**config.mk**
```make
export PLATFORM = sky130hd
export DESIGN_NAME = bsu_top
export DESIGN_NICKNAME = d
export VERILOG_FILES = /design/src/bsu_pkg.sv /design/src/bsu_top.sv
export SDC_FILE = /design/constraint.sdc
export NUM_CORES = 1
export LEC_CHECK = 0
export BUFFER_PORTS_ARGS = -buffer_cell sky130_fd_sc_hd__buf_4
export CAP_MARGIN = 20
export CELL_PAD_IN_SITES_DETAIL_PLACEMENT = 0
export CELL_PAD_IN_SITES_GLOBAL_PLACEMENT = 1
export CORE_MARGIN = 5
export CORE_UTILIZATION = 23
export DETAILED_ROUTE_END_ITERATION = 8
export GPL_TIMING_DRIVEN = 1
export PLACE_DENSITY_LB_ADDON = 0.3
export SLEW_MARGIN = 5
export SYNTH_ARGS = -nofsm -noshare
export SYNTH_HDL_FRONTEND = slang
export SYNTH_SLANG_ARGS = --single-unit
```
**constraint.sdc**
```tcl
create_clock -name clk -period 3.7 [get_ports clk]
set_clock_uncertainty 0.2 [all_clocks]
set_input_delay 0.185 -clock clk [delete_from_list [all_inputs] [get_ports clk]]
set_output_delay 0.185 -clock clk [all_outputs]
set_load 0.02 [all_outputs]
```
**src/bsu_pkg.sv**
```systemverilog
// constants, types and decode helpers of the buffered serial unit
// Function
// - 32-byte buffer, block transfer in one go
// - first index register holds 5-bit start
// - last index register holds 5-bit end
// - equal indices move exactly one byte
// - bits 7..5 read one, reset e0
// - gap codes: none, 8, 24, 56 cycles
// - gaps only with internal shift clock
// - shift clock pin high during gap
// - strobe stays low without gap
// - clock select: seven dividers or external
// - one strobe pulse per gap between bytes
// - chip select may start a transfer
// - interrupt on completion and on error
// - control registers at ffa4..ffa7
// - lsb first, out on fall, sample rise
// - run flag starts, busy, zero aborts
// - chip select high aborts, tri-states pins
// - external clock after completion sets overrun
package bsu_pkg;

    // register indices; byte address is four times the index
    localparam logic [15:0] IDX_BUF_BASE = 16'hff80;
    localparam logic [15:0] IDX_BUF_LAST = 16'hff9f;
    localparam logic [15:0] IDX_FIRST    = 16'hffa4;
    localparam logic [15:0] IDX_LAST     = 16'hffa5;
    localparam logic [15:0] IDX_CLKGAP   = 16'hffa6;
    localparam logic [15:0] IDX_STATE    = 16'hffa7;
    localparam logic [15:0] IDX_EVT_ST   = 16'hffa8;
    localparam logic [15:0] IDX_EVT_MASK = 16'hffa9;
    localparam logic [15:0] IDX_OPTION   = 16'hffaa;

    localparam logic [7:0] REG_RESET  = 8'he0;
    localparam logic [2:0] RESV_ONES  = 3'h7;

    // transfer_state_control fields
    localparam int SOL_BIT    = 4;
    localparam int EXCESS_BIT = 3;
    localparam int WAIT_BIT   = 2;
    localparam int CANCEL_BIT = 1;
    localparam int RUN_BIT    = 0;

    // event status / mask fields
    localparam int EVT_DONE   = 0;
    localparam int EVT_CANCEL = 1;
    localparam int EVT_EXCESS = 2;

    // option register fields
    localparam int OPT_CS     = 0;
    localparam int OPT_STROBE = 1;
    localparam int OPT_RX     = 2;

    localparam logic [2:0] CLK_EXT = 3'h7;

    localparam logic [5:0] GAP_LEN_1 = 6'h08;
    localparam logic [5:0] GAP_LEN_2 = 6'h18;
    localparam logic [5:0] GAP_LEN_3 = 6'h38;

    typedef enum logic [1:0] {
        ST_IDLE = 2'h0,
        ST_WAIT = 2'h1,
        ST_SHIFT = 2'h3,
        ST_GAP  = 2'h2
    } bsu_state_e;

    typedef struct packed {
        logic [1:0] gap;
        logic [2:0] cks;
    } bsu_ctl_s;

    // half period of the shift clock in system clocks
    function automatic logic [7:0] bsu_half_len(input logic [2:0] cks);
        case (cks)
            3'h0:    bsu_half_len = 8'h80;
            3'h1:    bsu_half_len = 8'h20;
            3'h2:    bsu_half_len = 8'h10;
            3'h3:    bsu_half_len = 8'h08;
            3'h4:    bsu_half_len = 8'h04;
            3'h5:    bsu_half_len = 8'h02;
            default: bsu_half_len = 8'h01;
        endcase
    endfunction

    function automatic logic [5:0] bsu_gap_len(input logic [1:0] gap);
        case (gap)
            2'h1:    bsu_gap_len = GAP_LEN_1;
            2'h2:    bsu_gap_len = GAP_LEN_2;
            2'h3:    bsu_gap_len = GAP_LEN_3;
            default: bsu_gap_len = 6'h00;
        endcase
    endfunction

endpackage

```
**src/bsu_top.sv**
```systemverilog
// buffered serial unit: apb registers, 32-byte buffer and shift engine
//
// Implementation choice: the APB slave port.
`timescale 1ns/1ps
module bsu_top
    import bsu_pkg::*;
#(
    parameter int AW    = 18,
    parameter int DEPTH = 32
) (
    // clock and reset
    input  wire logic          clk,
    input  wire logic          resetn,
    // apb slave
    input  wire logic          psel,
    input  wire logic          penable,
    input  wire logic          pwrite,
    input  wire logic [AW-1:0] paddr,
    input  wire logic [31:0]   pwdata,
    output logic               pready,
    output logic [31:0]        prdata,
    output logic               pslverr,
    // serial pins
    input  wire logic          shift_clock_pin_i,
    output logic               shift_clock_pin_o,
    output logic               shift_clock_pin_oe,
    input  wire logic          serial_in_pin,
    output logic               serial_out_pin_o,
    output logic               serial_out_pin_oe,
    output logic               byte_strobe_pin,
    input  wire logic          chip_select_n,
    // interrupt
    output logic               irq
);

    logic [7:0]   buffer [DEPTH];
    logic [4:0]   first_index_field;
    logic [4:0]   last_index_field;
    bsu_ctl_s     ctl;
    logic         run_flag;
    logic         cancel_flag;
    logic         wait_flag;
    logic         clock_excess_flag;
    logic [3:1]   read_seen;
    logic [2:0]   evt_status;
    logic [2:0]   evt_mask;
    logic [2:0]   option;
    bsu_state_e   state;
    logic [7:0]   half_cnt;
    logic [5:0]   gap_cnt;
    logic [7:0]   sreg;
    logic [2:0]   bit_cnt;
    logic [4:0]   cur_idx;
    logic         sck_q;
    logic         sck_prev;
    logic         so_q;
    logic         hiz;

    // bus decode
    logic [15:0]  idx;
    logic         setup;
    logic         access;
    logic         wr;
    logic         rd;
    logic         buf_hit;
    logic [4:0]   buf_sel;
    logic         mapped;

    assign idx     = paddr[17:2];
    assign setup   = psel & ~penable;
    assign access  = psel & penable;
    assign wr      = access & pwrite;
    assign rd      = access & ~pwrite;
    assign buf_hit = (idx >= IDX_BUF_BASE) && (idx <= IDX_BUF_LAST) && (paddr[1:0] == 2'h0);
    assign buf_sel = paddr[6:2];
    assign mapped  = buf_hit || ((paddr[1:0] == 2'h0) &&
                     (idx >= IDX_FIRST) && (idx <= IDX_OPTION));
    // zero wait states; read data is prepared during setup
    assign pready  = 1'b1;

    // engine events
    logic ext_mode;
    logic in_xfer;
    logic tick;
    logic fall_ev;
    logic rise_ev;
    logic byte_end;
    logic last_byte;
    logic done_ev;
    logic cs_abort;
    logic sw_stop;
    logic start_req;
    logic gap_on;
    logic excess_ev;
    logic buf_blocked;
    logic [4:0] next_idx;
    logic [7:0] rx_byte;

    assign ext_mode  = (ctl.cks == CLK_EXT);
    assign in_xfer   = (state == ST_SHIFT) || (state == ST_GAP);
    assign tick      = (half_cnt == 8'h00);
    // external clock pin is taken as synchronous; edges seen against last sample
    assign fall_ev   = (state == ST_SHIFT) &&
                       (ext_mode ? (sck_prev & ~shift_clock_pin_i) : (tick & sck_q));
    assign rise_ev   = (state == ST_SHIFT) &&
                       (ext_mode ? (~sck_prev & shift_clock_pin_i) : (tick & ~sck_q));
    assign byte_end  = rise_ev && (bit_cnt == 3'h7);
    assign last_byte = (cur_idx == last_index_field);
    assign done_ev   = byte_end & last_byte;
    assign next_idx  = cur_idx + 5'h01;
    assign rx_byte   = {serial_in_pin, sreg[7:1]};
    assign gap_on    = ~ext_mode && (ctl.gap != 2'h0);
    assign cs_abort  = option[OPT_CS] & chip_select_n & in_xfer;
    assign sw_stop   = wr && (idx == IDX_STATE) && !pwdata[RUN_BIT] && run_flag;
    assign start_req = wr && (idx == IDX_STATE) && pwdata[RUN_BIT] && !run_flag &&
                       !cancel_flag;
    assign excess_ev = ext_mode && (state == ST_IDLE) && ~sck_prev && shift_clock_pin_i &&
                       !(option[OPT_CS] & chip_select_n);
    assign buf_blocked = run_flag;

    // sequencer
    always_ff @(posedge clk or negedge resetn) begin
        if (!resetn) begin
            state <= ST_IDLE;
        end else begin
            case (state)
                ST_IDLE: begin
                    if (start_req) begin
                        state <= option[OPT_CS] ? ST_WAIT : ST_SHIFT;
                    end
                end
                ST_WAIT: begin
                    if (sw_stop) begin
                        state <= ST_IDLE;
                    end else if (!chip_select_n) begin
                        state <= ST_SHIFT;
                    end
                end
                ST_SHIFT: begin
                    if (cs_abort || sw_stop || done_ev) begin
                        state <= ST_IDLE;
                    end else if (byte_end && gap_on) begin
                        state <= ST_GAP;
                    end
                end
                ST_GAP: begin
                    if (cs_abort || sw_stop) begin
                        state <= ST_IDLE;
                    end else if (gap_cnt == 6'h01) begin
                        state <= ST_SHIFT;
                    end
                end
                default: state <= ST_IDLE;
            endcase
        end
    end

    // shift clock generation and gap timing
    always_ff @(posedge clk or negedge resetn) begin
        if (!resetn) begin
            half_cnt <= 8'h00;
            gap_cnt  <= 6'h00;
            sck_q    <= 1'b1;
        end else begin
            if (state != ST_SHIFT) begin
                // idle and gap hold the clock high
                sck_q    <= 1'b1;
                half_cnt <= bsu_half_len(ctl.cks) - 8'h01;
            end else if (tick) begin
                sck_q    <= ~sck_q;
                half_cnt <= bsu_half_len(ctl.cks) - 8'h01;
            end else begin
                half_cnt <= half_cnt - 8'h01;
            end
            if (byte_end) begin
                gap_cnt <= bsu_gap_len(ctl.gap);
            end else if (state == ST_GAP) begin
                gap_cnt <= gap_cnt - 6'h01;
            end
        end
    end

    always_ff @(posedge clk or negedge resetn) begin
        if (!resetn) begin
            sck_prev <= 1'b1;
        end else begin
            sck_prev <= shift_clock_pin_i;
        end
    end

    // data path: shift register, bit and byte position
    always_ff @(posedge clk or negedge resetn) begin
        if (!resetn) begin
            sreg    <= 8'h00;
            bit_cnt <= 3'h0;
            cur_idx <= 5'h00;
        end else begin
            if ((state != ST_SHIFT) && (state != ST_GAP)) begin
                sreg    <= buffer[first_index_field];
                cur_idx <= first_index_field;
                bit_cnt <= 3'h0;
            end else if (byte_end) begin
                sreg    <= buffer[next_idx];
                cur_idx <= next_idx;
                bit_cnt <= 3'h0;
            end else if (rise_ev) begin
                sreg    <= rx_byte;
                bit_cnt <= bit_cnt + 3'h1;
            end
        end
    end

    // buffer: cpu access when idle, received bytes during a transfer; no reset
    always_ff @(posedge clk) begin
        if (byte_end && option[OPT_RX]) begin
            buffer[cur_idx] <= rx_byte;
        end else if (wr && buf_hit && !buf_blocked) begin
            buffer[buf_sel] <= pwdata[7:0];
        end
    end

    // serial output pin and drive enables
    always_ff @(posedge clk or negedge resetn) begin
        if (!resetn) begin
            so_q <= 1'b0;
            hiz  <= 1'b0;
        end else begin
            if (fall_ev) begin
                so_q <= sreg[0];
            end else if (wr && (idx == IDX_STATE) && !run_flag) begin
                so_q <= pwdata[SOL_BIT];
            end
            if (cs_abort) begin
                hiz <= 1'b1;
            end else if (start_req) begin
                hiz <= 1'b0;
            end
        end
    end

    assign shift_clock_pin_o  = sck_q;
    assign shift_clock_pin_oe = ~ext_mode & ~hiz;
    assign serial_out_pin_o   = so_q;
    assign serial_out_pin_oe  = ~hiz;

    // strobe covers each gap, so it pulses once between bytes, not after the last, and never without a gap
    always_ff @(posedge clk or negedge resetn) begin
        if (!resetn) begin
            byte_strobe_pin <= 1'b0;
        end else begin
            byte_strobe_pin <= option[OPT_STROBE] && gap_on &&
                               ((byte_end && !last_byte && !sw_stop && !cs_abort) ||
                                ((state == ST_GAP) && (gap_cnt != 6'h01) &&
                                 !sw_stop && !cs_abort));
        end
    end

    // control registers
    always_ff @(posedge clk or negedge resetn) begin
        if (!resetn) begin
            first_index_field <= REG_RESET[4:0];
            last_index_field  <= REG_RESET[4:0];
            ctl               <= REG_RESET[4:0];
            evt_mask          <= 3'h0;
            option            <= 3'h0;
        end else if (wr) begin
            case (idx)
                IDX_FIRST:    first_index_field <= pwdata[4:0];
                IDX_LAST:     last_index_field  <= pwdata[4:0];
                IDX_CLKGAP:   ctl               <= pwdata[4:0];
                IDX_EVT_MASK: evt_mask          <= pwdata[2:0];
                IDX_OPTION:   option            <= pwdata[2:0];
                default:      ;
            endcase
        end
    end

    // run flag
    always_ff @(posedge clk or negedge resetn) begin
        if (!resetn) begin
            run_flag <= 1'b0;
        end else if (start_req) begin
            run_flag <= 1'b1;
        end else if (done_ev || cs_abort || sw_stop) begin
            run_flag <= 1'b0;
        end
    end

    // sticky flags: clear by writing zero after a read saw them set; a set wins
    logic clr_ok_exc;
    logic clr_ok_wait;
    logic clr_ok_cancel;
    logic buf_denied;
    assign clr_ok_exc    = wr && (idx == IDX_STATE) && !pwdata[EXCESS_BIT] && read_seen[3];
    assign clr_ok_wait   = wr && (idx == IDX_STATE) && !pwdata[WAIT_BIT] && read_seen[2];
    assign clr_ok_cancel = wr && (idx == IDX_STATE) && !pwdata[CANCEL_BIT] && read_seen[1];
    assign buf_denied    = access && buf_hit && buf_blocked;

    always_ff @(posedge clk or negedge resetn) begin
        if (!resetn) begin
            clock_excess_flag <= 1'b0;
            wait_flag         <= 1'b0;
            cancel_flag       <= 1'b0;
            read_seen         <= 3'h0;
        end else begin
            clock_excess_flag <= excess_ev | (clock_excess_flag & ~clr_ok_exc);
            wait_flag         <= buf_denied | (wait_flag & ~clr_ok_wait);
            cancel_flag       <= cs_abort | (cancel_flag & ~clr_ok_cancel);
            if (rd && (idx == IDX_STATE)) begin
                read_seen <= read_seen | {clock_excess_flag, wait_flag, cancel_flag};
            end else if (wr && (idx == IDX_STATE)) begin
                read_seen <= read_seen & {~clr_ok_exc, ~clr_ok_wait, ~clr_ok_cancel};
            end
        end
    end

    // interrupt events: write one to clear, a new event wins
    always_ff @(posedge clk or negedge resetn) begin
        if (!resetn) begin
            evt_status <= 3'h0;
        end else begin
            evt_status <= {excess_ev, cs_abort, done_ev} |
                          (evt_status & ~((wr && (idx == IDX_EVT_ST)) ? pwdata[2:0] : 3'h0));
        end
    end

    assign irq = |(evt_status & evt_mask);

    // read data captured in the setup phase
    always_ff @(posedge clk or negedge resetn) begin
        if (!resetn) begin
            prdata  <= 32'h0;
            pslverr <= 1'b0;
        end else if (setup) begin
            pslverr <= !mapped;
            prdata  <= 32'h0;
            if (buf_hit) begin
                prdata[7:0] <= buf_blocked ? 8'h00 : buffer[buf_sel];
            end else begin
                case (idx)
                    IDX_FIRST:    prdata[7:0] <= {RESV_ONES, first_index_field};
                    IDX_LAST:     prdata[7:0] <= {RESV_ONES, last_index_field};
                    IDX_CLKGAP:   prdata[7:0] <= {RESV_ONES, ctl};
                    IDX_STATE:    prdata[7:0] <= {RESV_ONES, so_q, clock_excess_flag,
                                                  wait_flag, cancel_flag, run_flag};
                    IDX_EVT_ST:   prdata[2:0] <= evt_status;
                    IDX_EVT_MASK: prdata[2:0] <= evt_mask;
                    IDX_OPTION:   prdata[2:0] <= option;
                    default:      prdata      <= 32'h0;
                endcase
            end
        end
    end
endmodule

```
### Word-level counts from Yosys, hierarchy flattened

Memories as Yosys holds them, arrays and structs flattened.
Index checks and enable logic that the tools add are counted.

* flip-flop bits (word level): 77
* memory bits (writable): 256
* input port bits: 58
* output and inout bits: 40
* logic and storage cells: 231
* memories: 1

* $add $sub $neg: 6
* $lt $le $gt $ge: 4
* equal/unequal tests: 29
* mux-type cells: 51
* bitwise operators: 34
* reduce and logical (&&, ||, !) cells: 81

Memories
* buffer: words 32, bits a word 8, rd ports 3, clocked after Yosys merged registers in 0, wr ports 1, line bsu_top.sv:36 `logic [7:0] buffer [DEPTH];`

Operators by type and width (number)
* $eq 16x16->1 const B: 7
* $mux 8: 11
* $pmux 8 s6: 1
* $logic_and 1x1->1: 42
* $ge 16x16->1 const B: 2
* $le 16x16->1 const B: 2
* $sub 8x1->8 const B: 3
* $pmux 3 s7: 1
* $pmux 5 s4: 1
* $mux 3: 6
* $pmux 6 s3: 1
* $mux 1: 16
* $mux 2: 8
* $reduce_bool 2->1: 8
* $and 1x1->1: 15
* $mux 5: 3
* $eq 3x3->1 const B: 4
* $mux 6: 2
* $logic_not 1->1: 11
* $not 1->1: 10
* $reduce_and 2->1: 5
* $and 3x3->3: 3
* $eq 2x2->1 const B: 4
* $logic_not 8->1: 1
* other kinds (23): 38

### Depth between registers and ports, before layout

Gate-level depths: netlist (run 1).

* word-level depth: 10
* gate-level depth with buffers: 10
* depth with buffers taken out: 8

### Worst setup path before layout (run 1)

Ideal clock, no wire load.

* path kind: flip-flop to flip-flop
* start: register half_cnt[0]
* end: memory buffer[1][0], enable pin
* library setup time: 398 ps
* arrival: 2434 ps
* required time: 3102 ps
* path slack: 668 ps
* cell stages (with the launch flop): 9
* buffers on the path: 0
* period minus slack after synthesis: 3032 ps
* cell sequence: dfrtp_1 inv_1 ha_1 nor3b_1 and4b_1 o2111a_1 nand2_1 nand3_1 o41ai_1

* word-level cells in the longest chain between the ends: 10
* elaborated cells on any way between the ends: 13
* those cells by class: 7 x mux; 1 x bitwise; 5 x reduce/logical

RTL lines
* start, declared: line bsu_top.sv:49 `logic [7:0] half_cnt;`
* start signal, assigned: line bsu_top.sv:168 `half_cnt <= bsu_half_len(ctl.cks) - 8'h01;`
* start signal, assigned: line bsu_top.sv:171 `half_cnt <= bsu_half_len(ctl.cks) - 8'h01;`
* start signal, assigned: line bsu_top.sv:173 `half_cnt <= half_cnt - 8'h01;`
* $logic_not 8->1 (*): line bsu_top.sv:101 `assign tick = (half_cnt == 8'h00);`
* $and 1x1->1 (*): line bsu_top.sv:106 `(ext_mode ? (~sck_prev & shift_clock_pin_i) : (tick & ~sck_q));`
* $mux 1 (*): line bsu_top.sv:106
* $logic_and 1x1->1 (*): line bsu_top.sv:105 `assign rise_ev = (state == ST_SHIFT) &&`
* $logic_and 1x1->1 (*): line bsu_top.sv:107 `assign byte_end = rise_ev && (bit_cnt == 3'h7);`
* $logic_and 1x1->1 (*): line bsu_top.sv:215 `if (byte_end && option[OPT_RX]) begin`
* $mux 1: line bsu_top.sv:215
* $mux 1 (implied by the code): line bsu_top.sv:218 `buffer[buf_sel] <= pwdata[7:0];`
* $reduce_or 8->1 (no line)
* $mux 5 (no line) / $mux 1 (equally long branches)
* end, declared: line bsu_top.sv:36

Every way passes the cells marked *; elsewhere a longest branch is shown, timed or not.

### Worst setup path in the final report (run 1)

* start: register half_cnt[0]
* end: memory buffer[26][5], enable pin

The elaborated chain is that of the path after synthesis.

==> out/qor.yml, run 1 <==
timing:
  hold_viol: 0
  drv_slew: 0
  max_freq_mhz: 272
  timing.slew.headroom_pct: 23.3
  finalWorstPathRequiredPeriod_ns: 3.68
  setup_violations: 0
  fin_crit_sh_pct: 99.5
  tightest_slew_ns: 1.14
  grt_setup_unrepaired: "true"
synth:
  synth_ff_type: "edfxtp_1"
  synth_edf_count: 256
  syn_area_um2: 19000
  avgSynthCellArea_um2: 13.6
  yosys.area.top_type: "edfxtp_1"
  synth-async-reset-ratio_pct: 23.1
  ys_top_cells_by_area: "edfxtp_1 41%, mux4_2 19%, dfrtp_1 9.9%, mux2i_1 3.8%, mux2_2 2.9%"
  synth_top_area_share_pct: 40.5
  synthCells: 1399
  ys_ff_latch: 333
  ys_warn_count: 0
  yosysSeqAreaShare_pct: 50.7
  synth_cell_types: 72
clock_network:
  cts_tree: "yes"
  numCtsBuffers: 42
  ctsLongestPathBuffers: 3
  htreeDepth: 2
  clk_latency_ns: 0.58
  root_buffer: "clkbuf_16"
  clk_transition_reported_paths_ns: 0.06
  clock-sinks: 333
setup_path:
  critical_path.max_fanout: 8
  critPathLaunch: "half_cnt[0]"
  cp_slowest_stage_delay_ns: 0.81
  r2r-start: "half_cnt[0]"
  cp_cell_sequence: "inv_1 -> ha_1 -> nor3b_1 -> buf_4 -> and4b_1 -> o2111a_1 -> a211oi_4 -> buf_4 -> mux2i_1 -> nor2_1"
  critical_path_arrival_ns: 3.68
  path_class: "register to register"
  timing.critical_path.mode_cell: "buf_4"
  start_kind: "register"
  cp_slowest_cell: "nor2_1"
  cp.required_ns: 3.70
  end_kind: "register"
layout:
  fillCellCount: 8360
  n_antenna_cell: 0
  final_cell_mix: "256 x edfxtp_1, 164 x mux4_2, 162 x buf_4"
  syn2layout_area_growth_pct: 20.3
  layout-drive-gt1-share_pct: 30.9
  layout_commonest_cell: "edfxtp_1"
  nets: 1601
  finalNonFillerCells: 2640
routing:
  drtIter0Drc: 1505
  drt-total-wl_mm: 71.9
  ant_nets: 0
  wl_per_cell_um: 27.2
  vias: 13719
  via_per_inst: 5.20
  firstDrtPassIters: 5
  drcViolationCount: 0
power:
  vdd_ir_drop_max_uv: 386
  powerDensity_nw_per_um2: 576
  leakagePower_nw: 7.70
  total_power_mw: 13.1
floorplanning:
  die_w_um: 297
  io_pins: 98
  die_h_um: 297
  start_util_pct: 23.1
  rows: 105
  core_area_um2: 82000
  dieArea_um2: 88300
global_route:
  overflow: 0
  grt_use_total_pct: 15.9
  antenna_found_initial: 2
  grt_start_max_net_pins: 70
  first_global_vias: 13953
  grt_first_pass_wirelength_mm: 104
placement:
  place_inst: 2536
  port_buffers: 48
  finalWeightedCongestion: 0.867
  dp_hpwl_mm: 51.3
worst_hold_path:
  hp-class: "input pin to register"
  worstHoldStart: "pwdata[5]"
outcome:
  status: "completed"
run:
  max-cap-violations: 0
worst max-delay path: cells and delay by family (launching register included):
family	cells	cell delay [ns]
adders and majority gates	1	0.20
buffers and inverters	3	0.44
muxes	1	0.20
AOI/OAI and AO/OA	2	0.74
and+or+nand+nor	3	1.19
DFF	1	0.35
cell families (layout without fill, tap and decap cells):
kind of cell	after synthesis	count (layout)	share of synthesized area, %
compound gates	210	210	7.75
xor+xnor	17	17	0.785
fa+ha+maj	7	7	0.462
buf+inv	140	288	3.77
flops	333	333	50.7
mux	285	285	26.2
other cells	2	25	0.0396
simple gates	405	405	10.3
final cells by class:
class / count / area [um^2] / area share, %
well taps: 1070 / 1340 / 5.87
repair buffers: 195 / 1620 / 7.09
inverters: 15 / 56.3 / 0.247
clock inverters: 20 / 156 / 0.685
multi-input cells: 949 / 8790 / 38.5
flip-flops and latches: 333 / 9630 / 42.2
clock buffers: 58 / 1230 / 5.40
per-stage QoR:
step	hold WS (ns)	cell area (um^2)	utilization (%)	setup WS (ns)	setup TNS (ns)
2_1_floorplan	-0.311	19100	-	0.668	0
3_5_place_dp	0.123	21200	25.8	0.0623	0
6_report	0.0312	22800	27.8	0.0196	0
3_3_place_gp	0.117	21200	25.8	0.0509	0
5_1_grt	0.0404	22800	27.8	-0.105	-1.97
4_1_cts	0.000630	22800	27.8	0.0627	0
cells in the mapped netlist (34+ instances only):
master	count
buf_2	49
dfrtp_1	75
mux4_2	164
nand3_1	46
mux2i_1	72
edfxtp_1	256
nand2_1	137
o21ai_0	40
nor2_1	86
mux2_2	49
a21oi_1	34
clkbuf_1	35
report_power, final:
part	total (mW)	leakage, nW	switching (mW)	internal (mW)
logic	4.31	3.75	2.68	1.63
registers	4.70	3.26	0.163	4.53
clock network	4.14	0.689	1.72	2.41
total	13.1	7.70	4.57	8.58
registers in the layout, indices dropped and copies added, names as in the netlist, 2 cells and up:
register	flops
bit_cnt	3
last_index_field	5
state	2
ctl	5
sreg	8
first_index_field	5
buffer	256
option	3
read_seen	3
half_cnt	8
cur_idx	5
prdata	8
evt_mask	3
evt_status	3
gap_cnt	6
path summary, 6_finish.rpt:
| kind | endpoint | depth (start not counted) | slack [ns] |
|---|---|---|---|
| max in group asynchronous | shift_clock_pin_o | 3 | 2.30 |
| min in group asynchronous | pslverr | 2 | 0.09 |
| setup / recovery | buffer[26][5] | 10 | 0.02 |
| setup reg to reg | buffer[26][5] | 10 | 0.02 |
| hold / removal | buffer[10][5] | 2 | 0.03 |
| hold reg to reg | evt_status[1] | 2 | 0.32 |
timing repair:
item	CTS	global route
endpoints found under the setup margin	0	56
hold buffers	26	0
hold endpoints to repair	107	0
buffers inserted	0	0
gates resized for setup	0	6
per-layer routing:
layer  routed length (um)  share of wire (%)  global-route usage (%)  vias up
li1                     -                  -                       -     5805
met1                30400                 42                    21.2     7137
met2                34600                 48                    26.5      662
met3                 4680                6.5                    2.77      115
met4                 2250                3.1                    4.69        0
met5                    0                  0                       0        -
Note: power is estimated with default switching activity, not from simulation.
==> inputs of run 2 (changes only) <==
Settings changed: RECOVER_POWER from default to 50.
==> out/qor.yml, run 2 (synthesized netlist as in run 1, its figures left out) <==
outcome:
  status: "finished, violations left"  # was completed
  violations: "max-capacitance violations, max-slew violations"
run:
  max-cap-violations: 1  # was 0
floorplanning:
  start_util_pct: 23.1  # unchanged
  rows: 105  # unchanged
  die_h_um: 297  # unchanged
  dieArea_um2: 88300  # unchanged
  io_pins: 98  # unchanged
  die_w_um: 297  # unchanged
  core_area_um2: 82000  # unchanged
routing:
  via_per_inst: 5.22  # was 5.20
  ant_nets: 0  # unchanged
  vias: 13780  # was 13719
  drcViolationCount: 0  # unchanged
  drtIter0Drc: 1423  # was 1505
  wl_per_cell_um: 27.3  # was 27.2 um
  drt-total-wl_mm: 72.0  # was 71.9 mm
  firstDrtPassIters: 5  # unchanged
layout:
  utilization_pct: 27.6  # was 27.8%
  largest_register: "buffer"  # unchanged
  largest_reg_flops: 256  # unchanged
  final_cell_mix: "256 x edfxtp_1, 164 x mux4_2, 137 x nand2_1"  # was 256 x edfxtp_1, 164 x mux4_2, 162 x buf_4
  n_antenna_cell: 0  # unchanged
  layout-drive-gt1-share_pct: 28.6  # was 30.9%
  nets: 1601  # unchanged
  syn2layout_area_growth_pct: 19.3  # was 20.3%
  layout_commonest_cell: "edfxtp_1"  # unchanged
timing:
  hold_viol: 0  # unchanged
  tightest_slew_ns: 1.86  # was 1.14 ns
  grt_setup_unrepaired: "true"  # unchanged
  finalWorstPathRequiredPeriod_ns: 3.66  # was 3.68 ns
  fin_crit_sh_pct: 98.9  # was 99.5%
  fin_ws_ns: 0.0422  # was 0.0196 ns
  setup_violations: 0  # unchanged
  tns_ns: 0  # unchanged
  hold_ws_ns: 0.0634  # was 0.0312 ns
  drv_slew: 63  # was 0
  timing.slew.headroom_pct: -23.8  # was 23.3%
  max_freq_mhz: 273  # was 272 MHz
setup_path:
  cp.required_ns: 3.70  # about the same
  critical_path.max_fanout: 8  # unchanged
  critical_path_arrival_ns: 3.66  # was 3.68 ns
  start_kind: "register"  # unchanged
  end_kind: "register"  # unchanged
  path_class: "register to register"  # unchanged
power:
  total_power_mw: 13.1  # about the same
  clkPwrFrac_pct: 31.5  # about the same
  power_switching_mw: 4.56  # was 4.57 mW
  switching_share_pct: 34.7  # about the same
  leakagePower_nw: 7.58  # was 7.70 nW
  seq_power_share_pct: 35.8  # was 35.7%
  pwr-share-comb_pct: 32.7  # was 32.8%
  vdd_ir_drop_max_uv: 385  # was 386 uV
  p_int_mw: 8.57  # was 8.58 mW
  powerDensity_nw_per_um2: 580  # was 576 nW/um^2
worst_hold_path:
  hp-class: "input pin to register"  # unchanged
placement:
  finalWeightedCongestion: 0.867  # unchanged
  port_buffers: 48  # unchanged
  dp_hpwl_mm: 51.3  # unchanged
  pre_cts_slack_ns: 0.0623  # unchanged
clock_network:
  clk_transition_reported_paths_ns: 0.06  # about the same
  root_buffer: "clkbuf_16"  # unchanged
  cts_tree: "yes"  # unchanged
  clk_latency_ns: 0.59  # was 0.58 ns
  clock-sinks: 333  # unchanged
  htreeDepth: 2  # unchanged
  ctsLongestPathBuffers: 3  # unchanged
  numCtsBuffers: 42  # unchanged
global_route:
  grt_use_total_pct: 15.9  # unchanged
  grt_first_pass_wirelength_mm: 104  # unchanged
  antenna_found_initial: 2  # unchanged
  first_global_vias: 13953  # unchanged
  overflow: 0  # unchanged
  grt_start_max_net_pins: 70  # unchanged
-- run 2: cell count changes in the layout (fill, tap and decap cells not counted), moves of 2 or more --
cell / delta
buf_4: -43
clkbuf_2: +14
nor2_1: +2
mux2_2: -2
mux2_1: +2
clkbuf_4: +2
clkbuf_1: +27
nor2_2: -2
-- run 2: path summary, 6_finish.rpt --
check                      slack [ns]       endpoint          start  cells after the start
min reg2reg                      0.31  evt_status[1]  evt_status[1]                      2
min                              0.06      prdata[2]       paddr[6]                      4
max reg2reg                      0.04  buffer[26][5]    half_cnt[0]                     10
max in group asynchronous        1.24    half_cnt[0]         resetn                      3
min in group asynchronous        0.45        pslverr         resetn                      2
max                              0.04  buffer[26][5]    half_cnt[0]                     10
-- run 2: layer usage --
| layer | vias up | wire, um | track usage [%] |
|---|---|---|---|
| met5 | - | 0 | 0 |
| li1 | 5808 | - | - |
| met4 | 0 | 2460 | 4.69 |
| met2 | 642 | 34400 | 26.5 |
| met1 | 7200 | 30400 | 21.2 |
| met3 | 130 | 4770 | 2.77 |
-- run 2: area by class of cell --
type,count,area [um^2]
inverter,15,56.3
timing repair buffer,195,1470
clock inverter,20,156
fill,8387,59300
clock buffer,58,1230
tap,1070,1340
multi-input combinational,949,8760
sequential,333,9630
-- run 2: repair_timing --
action	CTS	global route
setup endpoints to repair	0	56
hold endpoints to repair	107	0
buffers inserted	0	0
resized for setup	0	6
hold buffers	26	0
-- run 2: worst max-delay path, stage by stage, from the launching register on --
cell      delay (ns)
dfrtp_1         0.34
inv_1           0.06
ha_1            0.20
nor3b_1         0.14
buf_4           0.14
and4b_1         0.24
o2111a_1        0.39
a211oi_4        0.35
buf_4           0.24
mux2i_1         0.20
nor2_1          0.79
-- run 2: through the flow --
stage               instance area (um^2)  std cells
finish                             22600       2640
global route                       22600       2640
CTS                                22800       2640
detailed placement                 21200       2536
global placement                   21200       2536
floorplan                          19100       1422
-- run 2: power by group through the flow --
| stage | combinational, mW | sequential [mW] | clock (mW) |
|---|---|---|---|
| after CTS | 4.32 | 4.69 | 4.22 |
| after floorplan | 2.73 | 4.67 | 0 |
| after global placement | 4.30 | 4.76 | 0 |
| after detailed placement | 4.30 | 4.77 | 0 |
| final | 4.29 | 4.70 | 4.14 |
| after global routing | 4.57 | 4.71 | 4.39 |
